<file path="src/rtl/pms_cfg.svh">
// Constants for the printer motion sequencer: velocities, reset values and timing counts
`ifndef PMS_CFG_SVH
`define PMS_CFG_SVH
`define PMS_CLK_MHZ        250
`define PMS_IDLE_HOME_MS   200
`define PMS_IDLE_HOME_CYC  (`PMS_IDLE_HOME_MS * 1000 * `PMS_CLK_MHZ)
`define PMS_MOTION_TO_US   2000
`define PMS_MOTION_TO_CYC  (`PMS_MOTION_TO_US * `PMS_CLK_MHZ)
`define PMS_STALL_US       1000
`define PMS_STALL_CYC      (`PMS_STALL_US * `PMS_CLK_MHZ)
`define PMS_STEP_US        2000
`define PMS_STEP_CYC       (`PMS_STEP_US * `PMS_CLK_MHZ)
`define PMS_WHEEL_POS      96
`define PMS_BACKOFF_CNT    8
`define PMS_SLOW_ZONE      4
`define PMS_HOLD_CYC       16
`define PMS_FF_STEPS       528
`define PMS_VEL_FAST       8'hC0
`define PMS_VEL_SLOW       8'h20
`define PMS_PHASE_RST      2'h0
`endif

</file>
<file path="src/rtl/pms_pkg.sv">
// Types shared by the printer motion sequencer modules
package pms_pkg;
  typedef enum logic [3:0] {
    PMS_IDLE, PMS_RST_LEFT, PMS_RST_BACK, PMS_WHEEL_HOME, PMS_CAR_MOVE,
    PMS_WHEEL_MOVE, PMS_INDEX_SEEK, PMS_SETTLE, PMS_STRIKE, PMS_RIBBON, PMS_HALT
  } pms_state_e;
endpackage

</file>
<file path="src/rtl/pms_axis_if.sv">
// Interface between the sequencer and one axis motion counter
`timescale 1ns/100ps
interface pms_axis_if;
  logic       pulse;    // One-cycle encoder motion pulse
  logic       dir_pos;  // Counting direction
  logic       clear;    // Clear position
  logic [9:0] pos;      // Position count
  modport seq (output pulse, output dir_pos, output clear, input pos);
  modport cnt (input pulse, input dir_pos, input clear, output pos);
endinterface

</file>
<file path="src/rtl/pms_axis_counter.sv">
// Position counter for one axis, with optional modulo wrap
`timescale 1ns/100ps
module pms_axis_counter #(
  parameter int MODULO = 0
) (
  // Clock and reset
  input wire logic clock_in,
  input wire logic rst_n_in,
  // Sequencer side
  pms_axis_if.cnt  ax
);
  localparam logic [9:0] LAST = 10'(MODULO - 1);
  wire        at_top = (MODULO != 0) && (ax.pos == LAST);
  wire        at_bot = (ax.pos == 10'h000);
  wire [9:0]  next_up = at_top ? 10'h000 : ax.pos + 10'h001;
  wire [9:0]  next_dn = (at_bot && MODULO != 0) ? LAST : ax.pos - 10'h001;
  wire [9:0]  next_pos = ax.clear ? 10'h000 :
                         !ax.pulse ? ax.pos : (ax.dir_pos ? next_up : next_dn);
  logic [9:0] pos_q;
  // Clear beats a simultaneous pulse so index always lands on zero
  always_ff @(posedge clock_in) begin
    if (!rst_n_in) pos_q <= 10'h000;
    else pos_q <= next_pos;
  end
  assign ax.pos = pos_q;
endmodule

</file>
<file path="src/rtl/pms_stepper.sv">
// Two-phase paper feed stepper sequencer
`include "pms_cfg.svh"
`timescale 1ns/100ps
module pms_stepper #(
  parameter int STEP_CYC = `PMS_STEP_CYC
) (
  // Clock and reset
  input  wire logic       clock_in,
  input  wire logic       rst_n_in,
  // Requests
  input  wire logic       step_req_in,
  input  wire logic       fwd_in,
  // Status and phases
  output logic            busy_out,
  output logic            done_out,
  output logic [1:0]      phase_out
);
  logic [1:0]  seq;
  logic [31:0] tmr;
  wire         tmr_done = (tmr == 32'h1);
  wire [1:0]   next_seq = fwd_in ? seq + 2'h1 : seq - 2'h1;
  // Gray order energises phase A, B, not A, not B in turn
  assign phase_out = {seq[1] ^ seq[0], seq[1]};
  assign busy_out  = (tmr != 32'h0);
  always_ff @(posedge clock_in) begin
    if (!rst_n_in) begin
      seq      <= `PMS_PHASE_RST;
      tmr      <= 32'h0;
      done_out <= 1'b0;
    end else begin
      done_out <= busy_out && tmr_done;
      if (step_req_in && !busy_out) begin
        seq <= next_seq;
        tmr <= 32'(STEP_CYC);
      end else if (busy_out) begin
        tmr <= tmr - 32'h1;
      end
    end
  end
endmodule

</file>
<file path="src/rtl/pms_sequencer.sv">
// Printer motion sequencer: homing, counting, fault halt, hammer, ribbon, paper feed
`include "pms_cfg.svh"
`timescale 1ns/100ps
module pms_sequencer #(
  parameter int IDLE_HOME_CYC = `PMS_IDLE_HOME_CYC,
  parameter int MOTION_TO_CYC = `PMS_MOTION_TO_CYC,
  parameter int STALL_CYC     = `PMS_STALL_CYC,
  parameter int STEP_CYC      = `PMS_STEP_CYC
) (
  // Clock and reset
  input  wire logic       clock_in,
  input  wire logic       rst_n_in,
  // Commands from the interface module
  input  wire logic       restore_in,
  input  wire logic       print_in,
  input  wire logic [6:0] char_pos_in,
  input  wire logic [7:0] hammer_width_in,
  input  wire logic [3:0] ribbon_amt_in,
  input  wire logic       car_move_in,
  input  wire logic [9:0] car_target_in,
  input  wire logic       feed_in,
  input  wire logic       feed_fwd_in,
  input  wire logic       form_feed_in,
  input  wire logic       self_test_in,
  // Panel and switch pins
  input  wire logic       ff_key_in,
  input  wire logic       hammer_dis_in,
  // Encoder pins
  input  wire logic       car_clk_in,
  input  wire logic       wheel_clk_in,
  input  wire logic       wheel_index_in,
  // Servo outputs
  output logic            car_dir_right_out,
  output logic            car_vel_mode_out,
  output logic [7:0]      car_vel_out,
  output logic            wheel_dir_cw_out,
  output logic            wheel_vel_mode_out,
  output logic [7:0]      wheel_vel_out,
  output logic            power_en_out,
  // Mechanism outputs
  output logic            hammer_out,
  output logic            ribbon_step_out,
  output logic [1:0]      feed_phase_out,
  output logic            feed_enable_out,
  // Status
  output logic            halt_out,
  output logic            busy_out,
  output logic            done_out,
  output logic [9:0]      car_pos_out,
  output logic [6:0]      wheel_pos_out
);
  pms_axis_if car_ax();
  pms_axis_if whl_ax();

  // Two-flop synchronisers on all pins
  logic [4:0] sync1;
  logic [4:0] sync2;
  logic [2:0] edge_q;
  always_ff @(posedge clock_in) begin
    if (!rst_n_in) begin
      sync1  <= 5'h00;
      sync2  <= 5'h00;
      edge_q <= 3'h0;
    end else begin
      sync1  <= {ff_key_in, hammer_dis_in, wheel_index_in, wheel_clk_in, car_clk_in};
      sync2  <= sync1;
      edge_q <= {sync2[2], sync2[1], sync2[0]};
    end
  end
  wire car_pulse  = sync2[0] && !edge_q[0];
  wire whl_pulse  = sync2[1] && !edge_q[1];
  wire index_seen = sync2[2] && !edge_q[2];
  wire hammer_dis = sync2[3];
  wire ff_key     = sync2[4];

  // Local copies of the state names, so the package is never imported
  localparam pms_pkg::pms_state_e PMS_IDLE       = pms_pkg::PMS_IDLE;
  localparam pms_pkg::pms_state_e PMS_RST_LEFT   = pms_pkg::PMS_RST_LEFT;
  localparam pms_pkg::pms_state_e PMS_RST_BACK   = pms_pkg::PMS_RST_BACK;
  localparam pms_pkg::pms_state_e PMS_WHEEL_HOME = pms_pkg::PMS_WHEEL_HOME;
  localparam pms_pkg::pms_state_e PMS_CAR_MOVE   = pms_pkg::PMS_CAR_MOVE;
  localparam pms_pkg::pms_state_e PMS_WHEEL_MOVE = pms_pkg::PMS_WHEEL_MOVE;
  localparam pms_pkg::pms_state_e PMS_INDEX_SEEK = pms_pkg::PMS_INDEX_SEEK;
  localparam pms_pkg::pms_state_e PMS_SETTLE     = pms_pkg::PMS_SETTLE;
  localparam pms_pkg::pms_state_e PMS_STRIKE     = pms_pkg::PMS_STRIKE;
  localparam pms_pkg::pms_state_e PMS_RIBBON     = pms_pkg::PMS_RIBBON;
  localparam pms_pkg::pms_state_e PMS_HALT       = pms_pkg::PMS_HALT;

  pms_pkg::pms_state_e state;
  pms_pkg::pms_state_e next_state;
  logic [31:0] tmr;          // Watchdog / stall timer
  logic [31:0] idle_tmr;
  logic [7:0]  seq_cnt;      // Back-off, hold, strike and ribbon counter
  logic        wheel_homed;
  logic [6:0]  wheel_tgt;
  logic [7:0]  ham_w;
  logic [3:0]  rib_amt;
  logic        rib_phase;
  logic        in_restore;
  logic        in_print;
  logic        ff_key_q;
  logic [9:0]  ff_left;

  // Axis counters: carriage open ended, wheel modulo the wheel size
  pms_axis_counter #(.MODULO(0)) u_car (
    .clock_in (clock_in),
    .rst_n_in (rst_n_in),
    .ax       (car_ax.cnt)
  );
  pms_axis_counter #(.MODULO(`PMS_WHEEL_POS)) u_whl (
    .clock_in (clock_in),
    .rst_n_in (rst_n_in),
    .ax       (whl_ax.cnt)
  );

  // Carriage counting and homing clear
  assign car_ax.pulse   = car_pulse;
  assign car_ax.dir_pos = car_dir_right_out;
  // Clear on the last back-off pulse itself, so the move is exactly the back-off count
  assign car_ax.clear   = (state == PMS_RST_BACK) && (seq_cnt == 8'h01) && car_pulse;
  // Wheel counting; index always forces zero
  assign whl_ax.pulse   = whl_pulse;
  assign whl_ax.dir_pos = wheel_dir_cw_out;
  assign whl_ax.clear   = index_seen;
  assign car_pos_out    = car_ax.pos;
  assign wheel_pos_out  = whl_ax.pos[6:0];

  // Motion distances and slow zones
  wire [9:0] car_dist  = car_dir_right_out ? car_target_in - car_ax.pos
                                           : car_ax.pos - car_target_in;
  wire       car_at    = (car_ax.pos == car_target_in);
  wire       car_near  = (car_dist <= 10'(`PMS_SLOW_ZONE));
  wire [6:0] whl_dist  = wheel_tgt - whl_ax.pos[6:0];
  wire       whl_at    = (whl_ax.pos[6:0] == wheel_tgt);
  wire       whl_near  = (whl_dist <= 7'(`PMS_SLOW_ZONE));
  wire       moving    = (state == PMS_CAR_MOVE) || (state == PMS_WHEEL_MOVE) ||
                         (state == PMS_WHEEL_HOME) || (state == PMS_INDEX_SEEK);
  // Any pulse of the axis in motion restarts the watchdog
  // Stall detection on the left seek needs carriage pulses, not wheel pulses
  wire       car_phase = (state == PMS_CAR_MOVE) || (state == PMS_RST_LEFT) ||
                         (state == PMS_RST_BACK);
  wire       motion_ev = car_phase ? car_pulse : whl_pulse;
  wire       wd_expire = moving && (tmr >= 32'(MOTION_TO_CYC));
  // Restore seeks index only, so the wheel watchdog is off then
  wire       fault     = wd_expire && !in_restore;
  wire       stalled   = (state == PMS_RST_LEFT) && (tmr >= 32'(STALL_CYC));
  wire       idle_home = (state == PMS_IDLE) && (idle_tmr >= 32'(IDLE_HOME_CYC))
                         && !whl_at;
  // Expected index missing: wheel says zero but no index pulse came with it
  wire       idx_miss  = in_print && (state == PMS_WHEEL_MOVE) && whl_pulse &&
                         (whl_ax.pos[6:0] == 7'(`PMS_WHEEL_POS - 1)) && wheel_dir_cw_out
                         && !sync2[2];
  wire       ff_req    = form_feed_in || (ff_key && !ff_key_q);
  wire       feed_busy;
  wire       feed_done;
  wire       feed_step = (feed_in || (ff_left != 10'h000)) && !halt_out;

  // Next-state decode
  always_comb begin
    next_state = state;
    case (state)
      PMS_IDLE: begin
        if (restore_in) next_state = PMS_RST_LEFT;
        else if (!wheel_homed || idle_home) next_state = PMS_WHEEL_HOME;
        else if (print_in) next_state = whl_at ? PMS_WHEEL_MOVE : PMS_WHEEL_HOME;
        else if (car_move_in && !car_at) next_state = PMS_CAR_MOVE;
      end
      PMS_RST_LEFT:   if (stalled) next_state = PMS_RST_BACK;
      PMS_RST_BACK:   if (car_ax.clear) next_state = PMS_WHEEL_HOME;
      PMS_WHEEL_HOME: if (index_seen) next_state = in_print ? PMS_WHEEL_MOVE : PMS_IDLE;
      PMS_CAR_MOVE:   if (car_at) next_state = PMS_SETTLE;
      PMS_WHEEL_MOVE: begin
        if (idx_miss) next_state = PMS_INDEX_SEEK;
        else if (whl_at) next_state = PMS_SETTLE;
      end
      PMS_INDEX_SEEK: if (index_seen) next_state = PMS_WHEEL_MOVE;
      PMS_SETTLE: begin
        if (seq_cnt == 8'(`PMS_HOLD_CYC)) next_state = in_print ? PMS_STRIKE : PMS_IDLE;
      end
      PMS_STRIKE:     if (seq_cnt == ham_w) next_state = PMS_RIBBON;
      PMS_RIBBON:     if (seq_cnt == {3'h0, rib_amt, 1'b0}) next_state = PMS_IDLE;
      PMS_HALT:       if (restore_in) next_state = PMS_RST_LEFT;
      default:        next_state = PMS_HALT;
    endcase
    if (fault) next_state = PMS_HALT;
  end

  // Main state, mode flags and latched operands
  always_ff @(posedge clock_in) begin
    if (!rst_n_in) begin
      state       <= PMS_IDLE;
      wheel_homed <= 1'b0;
      in_restore  <= 1'b0;
      in_print    <= 1'b0;
      wheel_tgt   <= 7'h00;
      ham_w       <= 8'h00;
      rib_amt     <= 4'h0;
      ff_key_q    <= 1'b0;
    end else begin
      state    <= next_state;
      ff_key_q <= ff_key;
      if (index_seen && state == PMS_WHEEL_HOME) wheel_homed <= 1'b1;
      if (next_state == PMS_RST_LEFT) in_restore <= 1'b1;
      else if (next_state == PMS_IDLE || next_state == PMS_HALT) in_restore <= 1'b0;
      if (state == PMS_IDLE && print_in && !restore_in && wheel_homed && !idle_home) begin
        in_print  <= 1'b1;
        wheel_tgt <= char_pos_in;
        ham_w     <= hammer_width_in;
        rib_amt   <= ribbon_amt_in;
      end else if (next_state == PMS_IDLE || next_state == PMS_HALT) begin
        in_print  <= 1'b0;
        wheel_tgt <= 7'h00;
      end
    end
  end

  // Watchdog, idle timer and sequence counter
  always_ff @(posedge clock_in) begin
    if (!rst_n_in) begin
      tmr      <= 32'h0;
      idle_tmr <= 32'h0;
      seq_cnt  <= 8'h00;
    end else begin
      if (next_state != state || motion_ev) tmr <= 32'h0;
      else tmr <= tmr + 32'h1;
      if (state != PMS_IDLE || print_in) idle_tmr <= 32'h0;
      else if (idle_tmr < 32'(IDLE_HOME_CYC)) idle_tmr <= idle_tmr + 32'h1;
      if (next_state != state) seq_cnt <= (next_state == PMS_RST_BACK) ?
                                          8'(`PMS_BACKOFF_CNT) : 8'h00;
      else if (state == PMS_RST_BACK) seq_cnt <= car_pulse ? seq_cnt - 8'h01 : seq_cnt;
      else seq_cnt <= seq_cnt + 8'h01;
    end
  end

  // Form feed step counter, 528 steps per request
  always_ff @(posedge clock_in) begin
    if (!rst_n_in) ff_left <= 10'h000;
    else if (ff_req) ff_left <= 10'(`PMS_FF_STEPS);
    else if (feed_step && !feed_busy && ff_left != 10'h000) ff_left <= ff_left - 10'h001;
  end

  pms_stepper #(.STEP_CYC(STEP_CYC)) u_feed (
    .clock_in    (clock_in),
    .rst_n_in    (rst_n_in),
    .step_req_in (feed_step),
    .fwd_in      (feed_fwd_in || (ff_left != 10'h000)),
    .busy_out    (feed_busy),
    .done_out    (feed_done),
    .phase_out   (feed_phase_out)
  );
  assign feed_enable_out = 1'b1;

  // Servo commands; position mode holds the axis whenever it is not moving
  assign halt_out           = (state == PMS_HALT);
  assign power_en_out       = !halt_out;
  assign car_dir_right_out  = (state == PMS_RST_BACK) ||
                              ((state == PMS_CAR_MOVE) && (car_target_in > car_ax.pos));
  assign car_vel_mode_out   = (state == PMS_RST_LEFT) || (state == PMS_RST_BACK) ||
                              (state == PMS_CAR_MOVE);
  assign car_vel_out        = !car_vel_mode_out ? 8'h00 :
                              ((state != PMS_CAR_MOVE) || car_near) ? `PMS_VEL_SLOW
                                                                    : `PMS_VEL_FAST;
  assign wheel_dir_cw_out   = 1'b1;
  assign wheel_vel_mode_out = (state == PMS_WHEEL_HOME) || (state == PMS_WHEEL_MOVE) ||
                              (state == PMS_INDEX_SEEK);
  assign wheel_vel_out      = !wheel_vel_mode_out ? 8'h00 :
                              ((state == PMS_WHEEL_MOVE) && !whl_near) ? `PMS_VEL_FAST
                                                                       : `PMS_VEL_SLOW;
  // Strike only after settle; disable pin masks the pulse but not the sequence
  assign hammer_out         = (state == PMS_STRIKE) && !hammer_dis && (seq_cnt < ham_w);
  assign ribbon_step_out    = (state == PMS_RIBBON) && seq_cnt[0];
  assign busy_out           = (state != PMS_IDLE) && !halt_out;
  assign done_out           = (state == PMS_RIBBON) && (next_state == PMS_IDLE);

  // Checks
  a_halt_drives_off: assert property (@(posedge clock_in) disable iff (!rst_n_in)
    halt_out |-> !power_en_out && !car_vel_mode_out && !wheel_vel_mode_out)
    else $error("drives on while halted");
  a_fault_to_halt: assert property (@(posedge clock_in) disable iff (!rst_n_in)
    fault |=> halt_out) else $error("fault did not halt");
  a_halt_sticks: assert property (@(posedge clock_in) disable iff (!rst_n_in)
    halt_out && !restore_in |=> halt_out) else $error("halt left without restore");
  a_restore_no_fault: assert property (@(posedge clock_in) disable iff (!rst_n_in)
    in_restore |=> !halt_out) else $error("fault during restore");
  a_homing_zero: assert property (@(posedge clock_in) disable iff (!rst_n_in)
    car_ax.clear |=> car_pos_out == 10'h000) else $error("carriage not zeroed");
  a_index_zero: assert property (@(posedge clock_in) disable iff (!rst_n_in)
    index_seen |=> wheel_pos_out == 7'h00) else $error("index did not zero wheel");
  a_hammer_at_rest: assert property (@(posedge clock_in) disable iff (!rst_n_in)
    hammer_out |-> !car_vel_mode_out && !wheel_vel_mode_out) else $error("strike in motion");
  a_hammer_masked: assert property (@(posedge clock_in) disable iff (!rst_n_in)
    hammer_dis |-> !hammer_out) else $error("strike while disabled");
  a_feed_enabled: assert property (@(posedge clock_in) disable iff (!rst_n_in)
    feed_enable_out) else $error("feed disabled");
  a_left_seek: assert property (@(posedge clock_in) disable iff (!rst_n_in)
    state == PMS_RST_LEFT |-> !car_dir_right_out && car_vel_mode_out)
    else $error("restore not seeking left");
  a_backoff_right: assert property (@(posedge clock_in) disable iff (!rst_n_in)
    state == PMS_RST_BACK |-> car_dir_right_out && car_vel_mode_out)
    else $error("back-off not moving right");
  a_idle_homes: assert property (@(posedge clock_in) disable iff (!rst_n_in)
    idle_home && !restore_in && !fault |=> state == PMS_WHEEL_HOME)
    else $error("idle wheel not homed");
  a_index_resume: assert property (@(posedge clock_in) disable iff (!rst_n_in)
    state == PMS_INDEX_SEEK && index_seen && !fault |=> state == PMS_WHEEL_MOVE)
    else $error("print not resumed after index");
  a_settle_holds: assert property (@(posedge clock_in) disable iff (!rst_n_in)
    state == PMS_SETTLE |-> !car_vel_mode_out && !wheel_vel_mode_out)
    else $error("axis not held at settle");
  a_feed_one_phase: assert property (@(posedge clock_in) disable iff (!rst_n_in)
    (feed_phase_out ^ $past(feed_phase_out)) != 2'h3)
    else $error("both feed phases switched at once");
  a_ribbon_at_rest: assert property (@(posedge clock_in) disable iff (!rst_n_in)
    ribbon_step_out |-> !car_vel_mode_out && !wheel_vel_mode_out)
    else $error("ribbon stepped in motion");
endmodule

</file>
<file path="config.mk">
export PLATFORM = sky130hd
export DESIGN_NAME = pms_sequencer
export DESIGN_NICKNAME = d
export VERILOG_FILES = /design/src/rtl/pms_pkg.sv /design/src/rtl/pms_axis_if.sv /design/src/rtl/pms_axis_counter.sv /design/src/rtl/pms_stepper.sv /design/src/rtl/pms_sequencer.sv
export VERILOG_INCLUDE_DIRS = /design/src /design/src/rtl
export SDC_FILE = /design/constraint.sdc
export NUM_CORES = 1
export LEC_CHECK = 0
export ABC_AREA = 1
export BUFFER_PORTS_ARGS = -buffer_cell sky130_fd_sc_hd__buf_2
export CORE_MARGIN = 2
export CORE_UTILIZATION = 40
export CTS_BUF_LIST = sky130_fd_sc_hd__clkbuf_2 sky130_fd_sc_hd__clkbuf_4 sky130_fd_sc_hd__clkbuf_8
export CTS_CLUSTER_SIZE = 25
export DETAILED_ROUTE_END_ITERATION = 12
export HOLD_SLACK_MARGIN = 0.12
export PLACE_DENSITY = 0.59
export SYNTH_ARGS = -nofsm -noshare
export SYNTH_HDL_FRONTEND = slang
export SYNTH_SLANG_ARGS = --single-unit
</file>
<file path="constraint.sdc">
create_clock -name clock_in -period 4.57 [get_ports clock_in]
set_input_delay 0.457 -clock clock_in [delete_from_list [all_inputs] [get_ports clock_in]]
set_output_delay 0.457 -clock clock_in [all_outputs]
set_load 0.02 [all_outputs]
</file>
==> flow_metrics.env <==
export IMPL_critPathLaunchType="flop"
export IMPL_tns_ns=0
export IMPL_io_buffers=75
export IMPL_grt_pass1_vias=9169
export IMPL_die_height_um=169.5
export IMPL_finalCritPeriodShare=0.7950
export IMPL_run_status="finished clean"
export IMPL_dp_hpwl_mm=19.62
export IMPL_drt_first_iter_violations=654
export IMPL_grt_pass1_wl_mm=42.99
export IMPL_gr_total_overflow=0
export IMPL_cts_sinks=176
export IMPL_drive_gt1_frac=0.1212
export IMPL_cp_end_kind="output pin"
export IMPL_avgSynthCellArea_um2=6.791
export IMPL_grt_usage=0.1808
export IMPL_hold_path_startpoint="hammer_dis_in"
export IMPL_synthFlopType="dfxtp_1"
export IMPL_rrSetupSlack_ns=1.01
export IMPL_ir_drop_mv=0.2562
export IMPL_clkLatencyLatePin_ns=0.49
export IMPL_wire_per_inst_um=12.52
export IMPL_start_util=0.4065
export IMPL_coreArea_um2=26950
export IMPL_async_flop_share=0
export IMPL_synth_seq_cells=176
export IMPL_cts_tree="done"
export IMPL_root_buffer="clkbuf_8"
export IMPL_max_freq_mhz=275.2
export IMPL_syn_inst=1613
export IMPL_setup_viol=0
export IMPL_relSlewSlack=0.4247
export IMPL_areaGrowthSynthToFinish_pct=9.400
export IMPL_power_density_nw_per_um2=396.0
export IMPL_drc_errors=0
export IMPL_final_net_count=1775
export IMPL_via_count=9908
export IMPL_reg2regPathDepth=20
export IMPL_hold_path_class="in2reg"
export IMPL_synth_distinct_cells=57
export IMPL_cts_max_level=4
export IMPL_hold_viol=0
export IMPL_holdPathEnd="sync1[3]"
export IMPL_yosysWarnings=0
export IMPL_die_x_um=169.5
export IMPL_routed_wl_mm=25.43
export IMPL_cts_resized=0
export IMPL_arrival_ns=3.18
export IMPL_ant_nets=0
export IMPL_die_area_um2=28730
export IMPL_rr_endpoint="u_car.ax.pos[8]"
export IMPL_cts_buffers_inserted=17
export IMPL_cts_setup_buffers=0
export IMPL_max_clock_path_buffers=2
export IMPL_crit_fanout=14
export IMPL_min_period_ns=3.633
export IMPL_drv_slew=0
export IMPL_power_leakage_uw=0.005300
export IMPL_num_antenna_cells=0
export IMPL_reg2reg_from="u_car.ax.pos[0]"
export IMPL_row_count=60
export IMPL_hold_ws_ns=0.1514
export IMPL_tightest_slew_ns=0.8608
export IMPL_vias_per_cell=4.876
export IMPL_drv_cap=0
export IMPL_drtPass1Iterations=5
export IMPL_num_io_pins=89
export IMPL_clock_skew_ns=0.02471
export IMPL_clk_pin_slew_ns=0.11
export IMPL_cts_hold_buf=0
export IMPL_antenna_found_initial=0
export IMPL_whs_path_depth=3
export IMPL_grt_max_degree=34
export IMPL_seq_area_frac_synth=0.3216
export IMPL_synth_area_um2=10950
export IMPL_synth_edf_count=0
export IMPL_gp_congestion=0.9211
export IMPL_path_class="reg2out"
export IMPL_critPathRequiredTime_ns=4.11
export IMPL_rsz0062_at_grt="false"
critical path, cell delays in order (launching register included):
cell and delay [ns]:
dfxtp_1 0.38, ha_1 0.24, fa_1 0.42, o21ai_1 0.21
nand2_1 0.07, nand3_1 0.10, nand2_1 0.06, nand2_1 0.06
nand2_1 0.05, nand2_1 0.08, buf_4 0.22, nand2_1 0.09
nand2_1 0.07, nand2_1 0.05, nand2_1 0.07, nand2_1 0.05
nor2_1 0.11, nand3_1 0.09, nand2_1 0.09, inv_1 0.05
buf_2 0.15
cells in the final DEF, fill, tap and decap left out, types with 3 or more instances in the layout:
| cell | n |
|---|---|
| a21oi_1 | 112 |
| clkinv_8 | 3 |
| inv_1 | 245 |
| buf_2 | 75 |
| inv_8 | 4 |
| nand3_1 | 65 |
| nor3_1 | 48 |
| xor2_1 | 48 |
| clkbuf_8 | 18 |
| dfxtp_1 | 176 |
| nand4_1 | 45 |
| a21o_1 | 4 |
| inv_2 | 11 |
| nor2_2 | 44 |
| or2_2 | 6 |
| inv_6 | 4 |
| nor2_4 | 6 |
| nand3b_1 | 5 |
| o21a_1 | 6 |
| nand2_2 | 11 |
| buf_4 | 4 |
| nor3b_1 | 9 |
| o21ai_0 | 64 |
| xnor2_1 | 28 |
| nor4_1 | 8 |
| nor2_1 | 204 |
| o211ai_1 | 3 |
| a211oi_1 | 11 |
| a21boi_0 | 3 |
| nand2_1 | 315 |
| nand3_2 | 3 |
| conb_1 | 12 |
| fa_1 | 3 |
| a31oi_1 | 6 |
| ha_1 | 51 |
power by group:
group	total [µW]	internal, µW	switching (µW)
logic	1740	606	1130
registers	1840	1690	145
clock network	1170	489	683
final cells by class:
class,instances,area [µm²]
Timing Repair Buffer,79,405.4
Multi-Input combinational cell,1146,6228
Clock buffer,18,247.7
Fill cell,2856,14970
Clock inverter,14,183.9
Inverter,258,968.4
Tap cell,341,426.7
Sequential cell,176,3523
registers in the layout (all words and copies together), names as in the netlist, 8 cells and up:
name,cells
ff_left,10
idle_tmr,32
seq_cnt,8
ham_w,8
u_whl.ax.pos,10
u_car.ax.pos,10
u_feed.tmr,32
tmr,32
worst max-delay path by stage:
stage	cells past startpoint	slack, ns	endpoint	start
floorplan	21	1.28	u_car.ax.pos[8]	car_target_in[0]
global placement	22	0.86	u_car.ax.pos[8]	car_target_in[0]
detailed placement	22	0.82	u_car.ax.pos[8]	car_target_in[0]
CTS	20	0.92	car_vel_out[7]	u_car.ax.pos[0]
global route	20	0.50	car_vel_out[7]	u_car.ax.pos[0]
finish	20	0.94	car_vel_out[7]	u_car.ax.pos[0]
cells in the mapped netlist, drive strengths merged (5+ instances only):
master | n | area share
dfxtp | 176 | 0.32
a31oi | 6 | 0.0034
nand3b | 5 | 0.0034
inv | 256 | 0.088
nor4 | 9 | 0.0057
nor2 | 254 | 0.10
xnor2 | 28 | 0.022
nor3 | 51 | 0.026
ha | 51 | 0.058
o21a | 6 | 0.0041
a21oi | 112 | 0.051
a211oi | 11 | 0.0075
or2 | 7 | 0.0042
nand2 | 328 | 0.12
xor2 | 48 | 0.038
o21ai | 66 | 0.030
nor3b | 9 | 0.0062
nand4 | 48 | 0.031
clkbuf | 15 | 0.0053
buf | 28 | 0.020
nand3 | 68 | 0.032
kinds of logic (layout without fill, tap and decap cells):
group                      Yosys count  count (layout)  share of synthesized area
xor gates and xnor gates            76              76                    0.06077
buffers and inverters              301             369                     0.1132
and+or+nand+nor                    783             783                     0.3287
AOI/OAI and AO/OA                  221             221                     0.1113
DFF                                176             176                     0.3216
other                                2              12                  0.0006856
adders and majority gates           54              54                    0.06374
per-layer routing:
metal,global-route usage,vias up,wire length (µm),part of all wire
met4,0.05277,0,315,0.012
met2,0.2985,170,11480,0.45
li1,-,5267,-,-
met3,0.02449,20,835,0.033
met1,0.2467,4451,12800,0.50
met5,0,-,0,0
stage by stage:
step	power [µW]	cell area, µm²	worst slack [ns]	util	instances
after floorplan	3233	10990	1.276	-	1623
after global placement	3577	11550	0.8594	0.4286	2000
after detailed placement	3602	11550	0.8222	0.4286	2000
after CTS	4794	11980	0.9161	0.4447	2032
after global routing	5135	11980	0.5028	0.4447	2032
final	4745	11980	0.9368	0.4447	2032
(Power assumes the default switching activity.)
